`src/ext_int_ctrl_pkg.sv`:
```
/*
 * constants shared by the external pin interrupt unit: register map,
 * field layout, sense encodings and reset values.
 * assumes a 32-bit plain register port with byte addresses.
 */
`default_nettype none
package ext_int_ctrl_pkg;
    localparam int LINES = 18;
    localparam logic [7:0] CTRL_OFS = 8'h00;
    localparam logic [7:0] NMI_CFG_OFS = 8'h04;
    localparam logic [7:0] EVENT_OUTPUT_CONTROL_OFS = 8'h08;
    localparam logic [7:0] INTERRUPT_ENABLE_SETTER_OFS = 8'h0C;
    localparam logic [7:0] INTENCLR_OFS = 8'h10;
    localparam logic [7:0] FLAG_OFS = 8'h14;
    localparam logic [7:0] NMI_FLAG_OFS = 8'h18;
    localparam logic [7:0] PROTECT_OFS = 8'h1C;
    localparam logic [7:0] IRQ_STAT_OFS = 8'h20;
    localparam logic [7:0] IRQ_MASK_OFS = 8'h24;
    localparam logic [7:0] CONFIG0_OFS = 8'h30;
    localparam logic [7:0] CONFIG_LAST_OFS = 8'h38;
    localparam int CTRL_SOFT_RESET_BIT_BIT = 0;
    localparam int CTRL_ENABLE_BIT = 1;
    localparam int CFG_FIELD_W = 4;
    localparam int CFG_PER_REG = 8;
    localparam int FILTEN_BIT = 3;
    localparam int EV_FLAG_BIT = 0;
    localparam int EV_NMI_BIT = 1;
    localparam logic [31:0] ZERO_32 = 32'h0000_0000;
    localparam logic [2:0] SENSE_NONE = 3'h0;
    localparam logic [2:0] SENSE_RISE = 3'h1;
    localparam logic [2:0] SENSE_FALL = 3'h2;
    localparam logic [2:0] SENSE_BOTH = 3'h3;
    localparam logic [2:0] SENSE_HIGH = 3'h4;
    localparam logic [2:0] SENSE_LOW = 3'h5;
endpackage
`default_nettype wire

```
`src/majority_filter.sv`:
```
/*
 * three-sample majority vote filter with its input synchroniser.
 * assumes the sample enable is a one-cycle pulse on sys_clk_in.
 */
`timescale 1ns/10ps
`default_nettype none
module majority_filter (
    input wire logic sys_clk_in,
    input wire logic resetn_in,
    input wire logic pin_in,
    input wire logic sample_en_in,
    output logic sync_out,
    output logic filt_out
);
    logic meta_r;
    logic sync_r;
    logic [2:0] samp_r;
    logic [2:0] samp_nxt;
    logic filt_r;
    logic filt_nxt;

    always_comb begin
        samp_nxt = samp_r;
        filt_nxt = filt_r;
        if (sample_en_in) begin
            samp_nxt = {samp_r[1:0], sync_r};
            filt_nxt = (samp_nxt[0] & samp_nxt[1]) |
                       (samp_nxt[1] & samp_nxt[2]) |
                       (samp_nxt[0] & samp_nxt[2]);
        end
    end

    always_ff @(posedge sys_clk_in or negedge resetn_in) begin
        if (!resetn_in) begin
            meta_r <= 1'b0;
            sync_r <= 1'b0;
            samp_r <= 3'h0;
            filt_r <= 1'b0;
        end else begin
            meta_r <= pin_in;
            sync_r <= meta_r;
            samp_r <= samp_nxt;
            filt_r <= filt_nxt;
        end
    end

    assign sync_out = sync_r;
    assign filt_out = filt_r;

    property p_majority;
        @(posedge sys_clk_in) disable iff (!resetn_in)
        sample_en_in |=> filt_r == ((samp_r[0] & samp_r[1]) |
            (samp_r[1] & samp_r[2]) | (samp_r[0] & samp_r[2]));
    endproperty
    a_majority: assert property (p_majority)
        else $error("majority filter output wrong");
endmodule
`default_nettype wire

```
`src/line_detector.sv`:
```
/*
 * sense logic for one external line: edge or level match.
 * assumes the line input is already synchronised.
 */
`timescale 1ns/10ps
`default_nettype none
module line_detector
    import ext_int_ctrl_pkg::*;
(
    input wire logic sys_clk_in,
    input wire logic resetn_in,
    input wire logic line_in,
    input wire logic [2:0] sense_in,
    input wire logic enable_in,
    output logic hit_out
);
    logic prev_r;
    logic prev_nxt;

    always_comb begin
        prev_nxt = line_in;
    end

    always_ff @(posedge sys_clk_in or negedge resetn_in) begin
        if (!resetn_in) begin
            prev_r <= 1'b0;
        end else begin
            prev_r <= prev_nxt;
        end
    end

    always_comb begin
        hit_out = 1'b0;
        if (enable_in) begin
            case (sense_in)
                SENSE_RISE: hit_out = line_in & ~prev_r;
                SENSE_FALL: hit_out = ~line_in & prev_r;
                SENSE_BOTH: hit_out = line_in ^ prev_r;
                SENSE_HIGH: hit_out = line_in;
                SENSE_LOW: hit_out = ~line_in;
                default: hit_out = 1'b0;
            endcase
        end
    end

    property p_rise;
        @(posedge sys_clk_in) disable iff (!resetn_in)
        (enable_in && sense_in == SENSE_RISE && hit_out)
            |-> line_in && !prev_r;
    endproperty
    a_rise: assert property (p_rise)
        else $error("rise hit without edge");
    property p_level;
        @(posedge sys_clk_in) disable iff (!resetn_in)
        (enable_in && sense_in == SENSE_HIGH && line_in) |-> hit_out;
    endproperty
    a_level: assert property (p_level)
        else $error("high level not detected");
endmodule
`default_nettype wire

```
`src/ext_int_ctrl.sv`:
```
/*
 * external pin interrupt unit: per-line sense, optional majority
 * filter, flags, enables, event outputs, non-maskable line and
 * a plain register port.
 * assumes pins are asynchronous; registers reached by one-cycle strobes
 * with read data in the following cycle.
 */
// Implementation choice: the plain strobed port.
`timescale 1ns/10ps
`default_nettype none
module ext_int_ctrl
    import ext_int_ctrl_pkg::*;
#(
    parameter int N = LINES,
    parameter int FILT_DIV = 4
) (
    input wire logic sys_clk_in,
    input wire logic resetn_in,
    input wire logic [N-1:0] ext_int_pin_in,
    input wire logic nmi_pin_in,
    input wire logic debug_halt_in,
    input wire logic [7:0] addr_in,
    input wire logic [31:0] wdata_in,
    input wire logic wr_in,
    input wire logic rd_in,
    output logic [31:0] rdata_out,
    output logic [N-1:0] line_req_out,
    output logic ext_irq_out,
    output logic nmi_irq_out,
    output logic [N-1:0] event_out,
    output logic irq_out
);
    localparam int NCFG = (N + CFG_PER_REG - 1) / CFG_PER_REG;

    logic enable_r, enable_nxt;
    logic protect_r, protect_nxt;
    logic [N-1:0] inten_r, inten_nxt;
    logic [N-1:0] flag_r, flag_nxt;
    logic [N-1:0] event_output_control_r, event_output_control_nxt;
    logic [CFG_FIELD_W*NCFG*CFG_PER_REG-1:0] cfg_r, cfg_nxt;
    logic [3:0] nmi_cfg_r, nmi_cfg_nxt;
    logic nmi_flag_r, nmi_flag_nxt;
    logic [1:0] stat_r, stat_nxt;
    logic [1:0] mask_r, mask_nxt;
    logic [31:0] rdata_r, rdata_nxt;
    logic [N-1:0] ev_r, ev_nxt;
    logic [7:0] div_r, div_nxt;
    logic tick;
    logic [N:0] hit;
    logic [N:0] sync_w;
    logic [N:0] filt_w;
    logic [N:0] pins_w;
    logic [N:0] path_w;
    logic soft_rst;
    logic wr_ok;
    logic [N-1:0] flag_clr;

    assign pins_w = {nmi_pin_in, ext_int_pin_in};

    // filter sample tick; runs regardless of debug halt
    always_comb begin
        div_nxt = div_r + 8'h01;
        tick = 1'b0;
        if (div_r == 8'(FILT_DIV - 1)) begin
            div_nxt = 8'h00;
            tick = 1'b1;
        end
    end

    genvar g;
    generate
        for (g = 0; g <= N; g++) begin : g_line
            logic [2:0] sense;
            logic filt_en;
            if (g < N) begin : g_ext
                assign sense = cfg_r[g*CFG_FIELD_W +: 3];
                assign filt_en = cfg_r[g*CFG_FIELD_W + FILTEN_BIT];
            end else begin : g_nmi
                assign sense = nmi_cfg_r[2:0];
                assign filt_en = nmi_cfg_r[FILTEN_BIT];
            end
            majority_filter u_filt (
                .sys_clk_in(sys_clk_in),
                .resetn_in(resetn_in),
                .pin_in(pins_w[g]),
                .sample_en_in(tick),
                .sync_out(sync_w[g]),
                .filt_out(filt_w[g])
            );
            // filter only in the path when selected
            assign path_w[g] = filt_en ? filt_w[g] : sync_w[g];
            line_detector u_det (
                .sys_clk_in(sys_clk_in),
                .resetn_in(resetn_in),
                .line_in(path_w[g]),
                .sense_in(sense),
                .enable_in(enable_r),
                .hit_out(hit[g])
            );
        end
    endgenerate

    assign soft_rst = wr_in && addr_in == CTRL_OFS &&
                      wdata_in[CTRL_SOFT_RESET_BIT_BIT];
    assign wr_ok = wr_in && !protect_r;
    assign flag_clr = (wr_in && addr_in == FLAG_OFS) ?
                      wdata_in[N-1:0] : '0;

    always_comb begin
        enable_nxt = enable_r;
        protect_nxt = protect_r;
        inten_nxt = inten_r;
        event_output_control_nxt = event_output_control_r;
        cfg_nxt = cfg_r;
        nmi_cfg_nxt = nmi_cfg_r;
        mask_nxt = mask_r;
        rdata_nxt = ZERO_32;
        if (wr_in && addr_in == CTRL_OFS) begin
            enable_nxt = wdata_in[CTRL_ENABLE_BIT];
        end
        if (wr_in && addr_in == PROTECT_OFS) begin
            protect_nxt = wdata_in[0];
        end
        if (wr_ok) begin
            case (addr_in)
                INTERRUPT_ENABLE_SETTER_OFS: inten_nxt = inten_r | wdata_in[N-1:0];
                INTENCLR_OFS: inten_nxt = inten_r & ~wdata_in[N-1:0];
                EVENT_OUTPUT_CONTROL_OFS: event_output_control_nxt = wdata_in[N-1:0];
                NMI_CFG_OFS: nmi_cfg_nxt = wdata_in[3:0];
                IRQ_MASK_OFS: mask_nxt = wdata_in[1:0];
                default: begin
                    for (int i = 0; i < NCFG; i++) begin
                        if (addr_in == CONFIG0_OFS + 8'(4 * i)) begin
                            cfg_nxt[i*32 +: 32] = wdata_in;
                        end
                    end
                end
            endcase
        end
        if (rd_in) begin
            case (addr_in)
                CTRL_OFS: rdata_nxt[CTRL_ENABLE_BIT] = enable_r;
                NMI_CFG_OFS: rdata_nxt[3:0] = nmi_cfg_r;
                EVENT_OUTPUT_CONTROL_OFS: rdata_nxt[N-1:0] = event_output_control_r;
                INTERRUPT_ENABLE_SETTER_OFS: rdata_nxt[N-1:0] = inten_r;
                INTENCLR_OFS: rdata_nxt[N-1:0] = inten_r;
                FLAG_OFS: rdata_nxt[N-1:0] = flag_r;
                NMI_FLAG_OFS: rdata_nxt[0] = nmi_flag_r;
                PROTECT_OFS: rdata_nxt[0] = protect_r;
                IRQ_STAT_OFS: rdata_nxt[1:0] = stat_r;
                IRQ_MASK_OFS: rdata_nxt[1:0] = mask_r;
                default: begin
                    for (int i = 0; i < NCFG; i++) begin
                        if (addr_in == CONFIG0_OFS + 8'(4 * i)) begin
                            rdata_nxt = cfg_r[i*32 +: 32];
                        end
                    end
                end
            endcase
        end
    end

    // flags: a new hit wins over a clear in the same cycle
    always_comb begin
        flag_nxt = (flag_r & ~flag_clr) | hit[N-1:0];
        nmi_flag_nxt = nmi_flag_r;
        if (wr_in && addr_in == NMI_FLAG_OFS && wdata_in[0]) begin
            nmi_flag_nxt = 1'b0;
        end
        nmi_flag_nxt = nmi_flag_nxt | hit[N];
        ev_nxt = hit[N-1:0] & event_output_control_r;
        stat_nxt = stat_r;
        if (rd_in && addr_in == IRQ_STAT_OFS) begin
            stat_nxt = 2'h0;
        end
        stat_nxt[EV_FLAG_BIT] = stat_nxt[EV_FLAG_BIT] | (|hit[N-1:0]);
        stat_nxt[EV_NMI_BIT] = stat_nxt[EV_NMI_BIT] | hit[N];
    end

    always_ff @(posedge sys_clk_in or negedge resetn_in) begin
        if (!resetn_in) begin
            enable_r <= 1'b0;
            protect_r <= 1'b0;
            inten_r <= '0;
            flag_r <= '0;
            event_output_control_r <= '0;
            cfg_r <= '0;
            nmi_cfg_r <= 4'h0;
            nmi_flag_r <= 1'b0;
            stat_r <= 2'h0;
            mask_r <= 2'h0;
            rdata_r <= ZERO_32;
            ev_r <= '0;
            div_r <= 8'h00;
        end else if (soft_rst) begin
            enable_r <= 1'b0;
            protect_r <= 1'b0;
            inten_r <= '0;
            flag_r <= '0;
            event_output_control_r <= '0;
            cfg_r <= '0;
            nmi_cfg_r <= 4'h0;
            nmi_flag_r <= 1'b0;
            stat_r <= 2'h0;
            mask_r <= 2'h0;
            rdata_r <= ZERO_32;
            ev_r <= '0;
            div_r <= 8'h00;
        end else begin
            enable_r <= enable_nxt;
            protect_r <= protect_nxt;
            inten_r <= inten_nxt;
            flag_r <= flag_nxt;
            event_output_control_r <= event_output_control_nxt;
            cfg_r <= cfg_nxt;
            nmi_cfg_r <= nmi_cfg_nxt;
            nmi_flag_r <= nmi_flag_nxt;
            stat_r <= stat_nxt;
            mask_r <= mask_nxt;
            rdata_r <= rdata_nxt;
            ev_r <= ev_nxt;
            div_r <= div_nxt;
        end
    end

    assign rdata_out = rdata_r;
    assign line_req_out = flag_r & inten_r;
    assign ext_irq_out = |(flag_r & inten_r);
    assign nmi_irq_out = nmi_flag_r;
    assign event_out = ev_r;
    assign irq_out = |(stat_r & mask_r);

    property p_flag_set;
        @(posedge sys_clk_in) disable iff (!resetn_in)
        (hit[0] && !soft_rst) |=> flag_r[0];
    endproperty
    a_flag_set: assert property (p_flag_set)
        else $error("flag not set after detection");
    property p_flag_clr;
        @(posedge sys_clk_in) disable iff (!resetn_in)
        (flag_clr[0] && !hit[0]) |=> !flag_r[0];
    endproperty
    a_flag_clr: assert property (p_flag_clr)
        else $error("flag not cleared by write of one");
    property p_enable;
        @(posedge sys_clk_in) disable iff (!resetn_in)
        (wr_in && addr_in == CTRL_OFS && !wdata_in[CTRL_SOFT_RESET_BIT_BIT])
            |=> enable_r == $past(wdata_in[CTRL_ENABLE_BIT]);
    endproperty
    a_enable: assert property (p_enable)
        else $error("enable bit not taken");
    property p_soft_reset_bit;
        @(posedge sys_clk_in) disable iff (!resetn_in)
        soft_rst |=> !enable_r && inten_r == '0 && flag_r == '0;
    endproperty
    a_soft_reset_bit: assert property (p_soft_reset_bit)
        else $error("soft reset left state behind");
    property p_inten;
        @(posedge sys_clk_in) disable iff (!resetn_in)
        (!wr_in || addr_in != INTENCLR_OFS) && !soft_rst
            |=> (inten_r & $past(inten_r)) == $past(inten_r);
    endproperty
    a_inten: assert property (p_inten)
        else $error("enable bit lost without clear");
    property p_protect;
        @(posedge sys_clk_in) disable iff (!resetn_in)
        (protect_r && flag_clr[7] && !hit[7] && !soft_rst) |=> !flag_r[7];
    endproperty
    a_protect: assert property (p_protect)
        else $error("flag clear blocked by protection");
    property p_req;
        @(posedge sys_clk_in) disable iff (!resetn_in)
        (flag_r[0] && inten_r[0]) |-> line_req_out[0] && ext_irq_out;
    endproperty
    a_req: assert property (p_req)
        else $error("request not tied to flag and enable");
    property p_event;
        @(posedge sys_clk_in) disable iff (!resetn_in)
        (hit[0] && event_output_control_r[0] && !soft_rst) |=> event_out[0];
    endproperty
    a_event: assert property (p_event)
        else $error("event not generated");
    // detection keeps working while the processor is halted
    property p_halt;
        @(posedge sys_clk_in) disable iff (!resetn_in)
        (debug_halt_in && hit[N] && !soft_rst) |=> nmi_flag_r;
    endproperty
    a_halt: assert property (p_halt)
        else $error("nmi flag not set during halt");
endmodule
`default_nettype wire

```
`config.mk`:
```
export PLATFORM = sky130hd
export DESIGN_NAME = ext_int_ctrl
export DESIGN_NICKNAME = d
export VERILOG_FILES = /design/src/ext_int_ctrl_pkg.sv /design/src/majority_filter.sv /design/src/line_detector.sv /design/src/ext_int_ctrl.sv
export SDC_FILE = /design/constraint.sdc
export NUM_CORES = 1
export LEC_CHECK = 0
export BUFFER_PORTS_ARGS = -buffer_cell sky130_fd_sc_hd__buf_2
export CAP_MARGIN = 20
export CORE_ASPECT_RATIO = 2
export CORE_UTILIZATION = 27
export DETAILED_ROUTE_END_ITERATION = 12
export PLACE_DENSITY = 0.42
export SLEW_MARGIN = 0
export SYNTH_ARGS = -nofsm -noshare
export SYNTH_HDL_FRONTEND = slang
export SYNTH_SLANG_ARGS = --single-unit
export TNS_END_PERCENT = 30
```
`constraint.sdc`:
```
create_clock -name sys_clk_in -period 2.9 [get_ports sys_clk_in]
set_clock_uncertainty 0.1 [all_clocks]
set_input_delay 0.145 -clock sys_clk_in [delete_from_list [all_inputs] [get_ports sys_clk_in]]
set_output_delay 0.145 -clock sys_clk_in [all_outputs]
set_load 0.02 [all_outputs]
```
==> results of run 1 <==
[power breakdown]
group	switching (W)	internal, W
registers	0.000498	0.00530
clock network	0.00188	0.00280
logic	0.000815	0.000817
total	0.00319	0.00892
[area by class of cell]
cell class | count | area share, %
sequential | 333 | 46.0
timing repair buffer | 240 | 10.1
clock buffer | 42 | 5.01
tap | 671 | 4.63
clock inverter | 14 | 1.38
multi-input combinational | 922 | 31.7
inverter | 55 | 1.14
[cells in the mapped netlist (4+ instances only)]
| cell | n |
|---|---|
| nand2_1 | 227 |
| a211oi_1 | 14 |
| buf_2 | 12 |
| nand3_1 | 20 |
| o22ai_1 | 20 |
| nor3_1 | 5 |
| clkbuf_1 | 37 |
| a311oi_1 | 18 |
| buf_1 | 4 |
| and2_1 | 21 |
| mux2_2 | 39 |
| nand2b_1 | 4 |
| a21oi_1 | 106 |
| xor2_1 | 18 |
| o21a_1 | 5 |
| ha_1 | 39 |
| nor4_1 | 5 |
| o21ai_0 | 102 |
| o31ai_1 | 20 |
| a222oi_1 | 45 |
| or4_1 | 5 |
| buf_6 | 11 |
| dfrtp_1 | 333 |
| xnor2_1 | 5 |
| nor2_1 | 89 |
| inv_1 | 55 |
| o221ai_1 | 6 |
| o21ai_1 | 13 |
| and3_1 | 20 |
| mux2i_1 | 21 |
| buf_4 | 9 |
[final timing paths]
check,start,to,slack [ns],depth (start not counted)
max in group asynchronous,resetn_in,event_out[11]$_DFF_PN0_,2.03,3
min in group asynchronous,resetn_in,g_line[8].u_filt.meta_r$_DFF_PN0_,0.08,3
max reg2reg,cfg_r[47]$_DFFE_PN0P_,stat_r[0]$_DFF_PN0_,0.21,9
max,cfg_r[47]$_DFFE_PN0P_,stat_r[0]$_DFF_PN0_,0.21,9
min reg2reg,g_line[18].u_filt.meta_r$_DFF_PN0_,g_line[18].u_filt.sync_out$_DFF_PN0_,0.25,0
min,addr_in[3],rdata_out[0]$_DFF_PN0_,0.06,4
[state kept, by name, summed over array words and instances, names as in the netlist, 18 cells and up]
register and cells:
g_line.u_filt.meta_r 19, g_line.u_det.prev_r 19, rdata_out 32, inten_r 18, event_out 18, flag_r 18, g_line.u_filt.sync_out 19, g_line.u_filt.filt_out 19
g_line.u_filt.samp_r 38, event_output_control_r 18, cfg_r 96
[critical path, cell delays in order (launching register included)]
cell and delay [ns]:
dfrtp_1 0.39, mux2i_2 0.34, inv_1 0.11, ha_1 0.19, a211oi_1 0.23, a211o_1 0.13
a211oi_1 0.11, or4_1 0.55, nor4b_1 0.30, a31oi_1 0.13
[metal layers]
| metal | part of all wire, % | vias to the layer above |
|---|---|---|
| met3 | 4.6 | 75 |
| met4 | 3.6 | 0 |
| met1 | 40 | 5540 |
| met5 | 0 | - |
| met2 | 52 | 324 |
| li1 | - | 5334 |
[stage by stage]
stage | hold slack [ns] | instances | setup WS [ns] | cell area, µm² | util [%]
after floorplan | -0.251 | 1383 | 0.531 | 14700 | -
final | 0.0623 | 2277 | 0.213 | 18100 | 33.8
after global routing | 0.0782 | 2277 | 0.00431 | 18100 | 33.8
after detailed placement | 0.000374 | 2161 | 0.0659 | 16300 | 30.4
after global placement | 0.0000537 | 2161 | 0.153 | 16300 | 30.4
after CTS | 0.0329 | 2276 | 0.0535 | 18100 | 33.7
[logic make-up after synthesis]
logic type | share of synthesized area (%)
xor+xnor | 1.37
flops | 56.9
fa+ha+maj | 3.33
mux | 4.43
simple gates | 12.5
compound gates | 17.3
buf+inv | 4.17
[timing repair]
action,in CTS,in global routing
setup buffers,0,1
gates resized for setup,0,7
hold endpoints to repair,511,0
hold buffers,59,0
endpoints found under the setup margin,0,1
==> summary.md, run 1 <==
| Metric | Value |
|---|---|
| Status | completed |
| Core area | around 0.054 mm² |
| Multi-input gate area | 0.00575 mm² |
| Dominant cell type by area after synthesis | dfrtp_1 |
| Fmax achieved | 0.372 GHz |
| Drt first-iter violations | 808 |
| Met2 usage | between 30% and 40% |
| Main synth FF type | dfrtp_1 |
| # fillers | 5394 |
| Clock Tree Buf Depth | 3 |
| Drc violations | 0 |
| N_diodes | 0 |
| P_leak | 8.35 nW |
| Slew margin rel. | 50.4% |
| Die width | 167 µm |
| Placer Congestion | 0.838 |
| Vias | 11300 |
| Largest cells by area after synthesis | dfrtp_1, nand2_1, a21oi_1 |
| Num rows | 120 |
| Gr ovfl total | 0 |
| Clk slew on worst S/H paths | 0.07 ns |
| Ports | 135 |
| Num CTS Buffers | 31 |
| Tightest Hold Check Type | in2reg |
| Synthesis Warnings | 0 |
| Die footprint | around 0.055 mm² |
| PortBufs | 133 |
| Clock latency on the worst-skew pair | 0.59 ns |
| Critical path type | reg2reg |
| Startpoint types | register |
| Syn nets | ~1500 |
| NumNets Final | 1686 |
| Register area | 0.00833 mm² |
| Final Power | 0.0121 W |
| Min Tclk post-route | ~2.7 ns |
| Post-DRT Antenna Nets | 0 |
| Ratio of cells with drive above 1 in the final layout | 18.7% |
| Root Buffer | clkbuf_16 |
| Register area share after synthesis | 56.9% |
| Yosys cell types | 65 |
| GR peak layer | met2 |
| Ys async rst share | 100% |
| Final hold violation count | 0 |
| Yosys reg bits | 333 |
| RSZ-0062 raised after global routing | false |
| Synth-to-layout area growth | 23.6% |
| CTS tree | done |
| Wire length per cell | between 20 and 25 µm |
| Share of the synthesized area in the top cell type | 56.9% |
| Met3 GRT Util | about 2.2% |
| Maximum fanout along the worst path | 3 |
| Commonest non-fill, non-tap cell in the layout | dfrtp_1 |
| Crit. End Element | register |
| Finish-stage setup viols | 0 |
| H-tree levels | 1 |
| Detailed placer's ending HPWL | 31.8 mm |
| First-pass DRT Iterations | 8 |
| Critical path arrival | 3.05 ns |
| Max-cap violations | 0 |
| Vias in the first global route | 11700 |
| Post-Route WL | 46.5 mm |
| Worst-margin pin slew | roughly 0.74 ns |
| Max rail drop VDD | 0.457 mV |
| Largest net degree at the start of global routing | 98 |
| Via density | 4.95 |
| First-pass GRT wire length | 71.6 mm |
| Fin crit share | 92.7% |
| Met1 GRT Util | 19.5% |
| Sink Count | 333 |
| Commonest cells after routing, fill and taps aside | dfrtp_1, nand2_1, buf_2 |
| Pwr dens | roughly 670 mW/mm² |
| Initial antenna violation count | 0 |
| Synthesized instance count | 1383 |
| Mapped Avg Cell Area | between 10 and 15 µm² |
| Initial cell density of the core | 27.3% |
| Die H | 331 µm |
| Pins Over Slew Limit | 0 |
| Post-Syn Area | 0.0147 mm² |
| Setup TNS | 0 ns |
| GRT Total Usage | between 15 and 20% |
| CP required | 3.26 ns |
| Post-synth EDFFs | 0 |
No activity file was read; power rests on OpenSTA's default activity.
==> run 2: changes to the inputs <==
--- a/config.mk
+++ b/config.mk
@@ -8,6 +8,7 @@
 export BUFFER_PORTS_ARGS = -buffer_cell sky130_fd_sc_hd__buf_2
 export CAP_MARGIN = 20
 export CORE_ASPECT_RATIO = 2
+export CORE_MARGIN = 2
 export CORE_UTILIZATION = 27
 export DETAILED_ROUTE_END_ITERATION = 12
 export PLACE_DENSITY = 0.42
==> constraint.sdc (replaced) <==
create_clock -name sys_clk_in -period 2.6 [get_ports sys_clk_in]
set_clock_uncertainty 0.1 [all_clocks]
set_input_delay 0.13 -clock sys_clk_in [delete_from_list [all_inputs] [get_ports sys_clk_in]]
set_output_delay 0.13 -clock sys_clk_in [all_outputs]
set_load 0.02 [all_outputs]
==> summary.md, run 2 (synthesized netlist as in run 1, its figures left out) <==
| Metric | Value |
|---|---|
| Placed instance count | 2185 (was 2161) |
| R2R cell count | 10 (was 9) |
| Placer Congestion | 0.759 (was 0.838) |
| Fin crit share | 98.6% (was 92.7%) |
| CP startpoint | cfg_r[27]$_DFFE_PN0P_ (was cfg_r[47]$_DFFE_PN0P_) |
| Detailed placer's ending HPWL | 32.9 mm (was 31.8 mm) |
| Critical path type | reg2reg (unchanged) |
| Post-DRT Antenna Nets | 0 (unchanged) |
| Crit. End Element | register (unchanged) |
| Wire length per cell | 20.4 µm (about the same) |
| Commonest non-fill, non-tap cell in the layout | dfrtp_1 (unchanged) |
| NumNets Final | 1709 (was 1686) |
| First-pass GRT wire length | 72.8 mm (was 71.6 mm) |
| Multi-input gate area | 0.00579 mm² (was 0.00575 mm²) |
| Top register by number of flip-flops | cfg_r (unchanged) |
| Post-route insts no fill | 2303 (was 2277) |
| Worst-path cell chain | mux2i_2 -> inv_1 -> ha_2 -> a211oi_2 -> a31o_2 -> a211oi_1 -> buf_4 -> or4_4 -> nor4b_4 -> a31oi_1 (was mux2i_2 -> inv_1 -> ha_1 -> a211oi_1 -> a211o_1 -> a211oi_1 -> or4_1 -> nor4b_1 -> a31oi_1) |
| Status | completed (unchanged) |
| RSZ-0062 raised after global routing | true (was false) |
| Vias in the first global route | 11900 (was 11700) |
| Critical path arrival | 2.89 ns (was 3.05 ns) |
| Core area | 0.0536 mm² (unchanged) |
| GRT Total Usage | 17.0% (about the same) |
| Sink Count | 333 (unchanged) |
| Reg2Reg Launch Point | cfg_r[27]$_DFFE_PN0P_ (was cfg_r[47]$_DFFE_PN0P_) |
| Gr ovfl total | 0 (unchanged) |
| H-tree levels | 2 (was 1) |
| Finish-stage setup viols | 0 (unchanged) |
| Max rail drop VDD | 0.367 mV (was 0.457 mV) |
| Clock latency on the worst-skew pair | 0.55 ns (was 0.59 ns) |
| Max-cap violations | 0 (unchanged) |
| Fmax achieved | 0.390 GHz (was 0.372 GHz) |
| PortBufs | 133 (unchanged) |
| N_diodes | 0 (unchanged) |
| Slowest stage delay, CP | 0.54 ns (was 0.55 ns) |
| Setup TNS | 0 ns (unchanged) |
| Slew margin rel. | 47.7% (was 50.4%) |
| Worst-margin pin slew | 0.780 ns (was 0.739 ns) |
| Commonest cells after routing, fill and taps aside | dfrtp_1, nand2_1, buf_2 (unchanged) |
| Max reg flops | 96 (unchanged) |
| Maximum fanout along the worst path | 3 (unchanged) |
| Drc violations | 0 (unchanged) |
| Tightest Hold Check Type | in2async (was in2reg) |
| Initial cell density of the core | 27.3% (unchanged) |
| Ports | 135 (unchanged) |
| Initial antenna violation count | 1 (was 0) |
| Min Tclk post-route | 2.56 ns (was 2.69 ns) |
| Clk slew on worst S/H paths | 0.06 ns (was 0.07 ns) |
| Num CTS Buffers | 35 (was 31) |
| Pwr dens | 736 mW/mm² (was 668 mW/mm²) |
| First-pass DRT Iterations | 6 (was 8) |
| Max stage delay cell, worst path | or4_4 (was or4_1) |
| Final hold violation count | 0 (unchanged) |
| Die width | 169 µm (was 167 µm) |
| Largest net degree at the start of global routing | 74 (was 98) |
| Fin worst setup slack | 0.0375 ns (was 0.213 ns) |
| Hold Slack | 0.0305 ns (was 0.0623 ns) |
| Die H | 333 µm (was 331 µm) |
| CTS tree | done (unchanged) |
| Num rows | 120 (unchanged) |
| Pins Over Slew Limit | 0 (unchanged) |
| Die footprint | 0.0563 mm² (was 0.0553 mm²) |
| Startpoint types | register (unchanged) |
| # fillers | 5352 (was 5394) |
| Root Buffer | clkbuf_16 (unchanged) |
| Synth-to-layout area growth | 25.2% (was 23.6%) |
| Post-place setup slack | -0.0740 ns (was 0.0659 ns) |
| Register area | 0.00833 mm² (unchanged) |
| Vias | 11400 (was 11300) |
| Drt first-iter violations | 786 (was 808) |
| Post-Route WL | 47.0 mm (was 46.5 mm) |
| CP required | 2.93 ns (was 3.26 ns) |
| Ratio of cells with drive above 1 in the final layout | 20.6% (was 18.7%) |
| Clock Tree Buf Depth | 3 (unchanged) |
| Via density | 4.96 (was 4.95) |
| P_leak | 8.47 nW (was 8.35 nW) |
run 2: path summary, 6_finish.rpt:
kind | slack (ns) | to
setup / recovery | 0.04 | stat_r[0]$_DFF_PN0_
hold / removal | 0.03 | g_line[8].u_filt.meta_r$_DFF_PN0_
setup reg to reg | 0.04 | stat_r[0]$_DFF_PN0_
hold reg to reg | 0.25 | g_line[4].u_filt.sync_out$_DFF_PN0_
max in group asynchronous | 1.48 | g_line[12].u_filt.meta_r$_DFF_PN0_
min in group sys_clk_in | 0.04 | mask_r[1]$_DFFE_PN0P_
run 2: critical path, delay by kind of cell, from the launching register on:
family	cells	cell delay, ns
buf+inv	2	0.27
simple gates	2	0.80
flops	1	0.40
fa+ha+maj	1	0.18
mux	1	0.25
compound gates	4	0.45
run 2: cell type report:
cell class              instances  area share [%]
well taps                     671            4.58
multi-input cells             922            31.6
clock buffers                  53            5.86
flip-flops and latches        333            45.4
repair buffers                259            10.9
clock inverters                10           0.518
inverters                      55            1.13
run 2: power by group:
part           internal, W  switching, W
Combinational     0.000937      0.000924
Sequential         0.00592      0.000553
Clock              0.00297       0.00220
Total              0.00982       0.00368
run 2: timing repair:
action                                  CTS  global route
endpoints found under the setup margin    2             2
endpoints found under the hold margin   293             0
hold buffers                             54             0
gates resized for setup                   9            10
pin swaps                                 0             4
setup buffers                             0             1
run 2: metrics by stage:
stage	total power, W	utilization (%)	instance area, µm²
after floorplan	0.00767	-	14700
final	0.0135	34.2	18300
after global placement	0.00825	30.9	16500
after CTS	0.0137	34.1	18300
after detailed placement	0.00837	30.9	16500
after global routing	0.0143	34.2	18300
run 2: routing by layer:
layer  wire length, µm  part of all wire, %  track usage, %  vias up
met1             18600                   40            19.6     5648
met4              2140                  4.6            8.09        0
met2             24200                   51            30.5      308
met3              2080                  4.4            2.36       91
li1                  -                    -               -     5370
met5                 0                    0               0        -
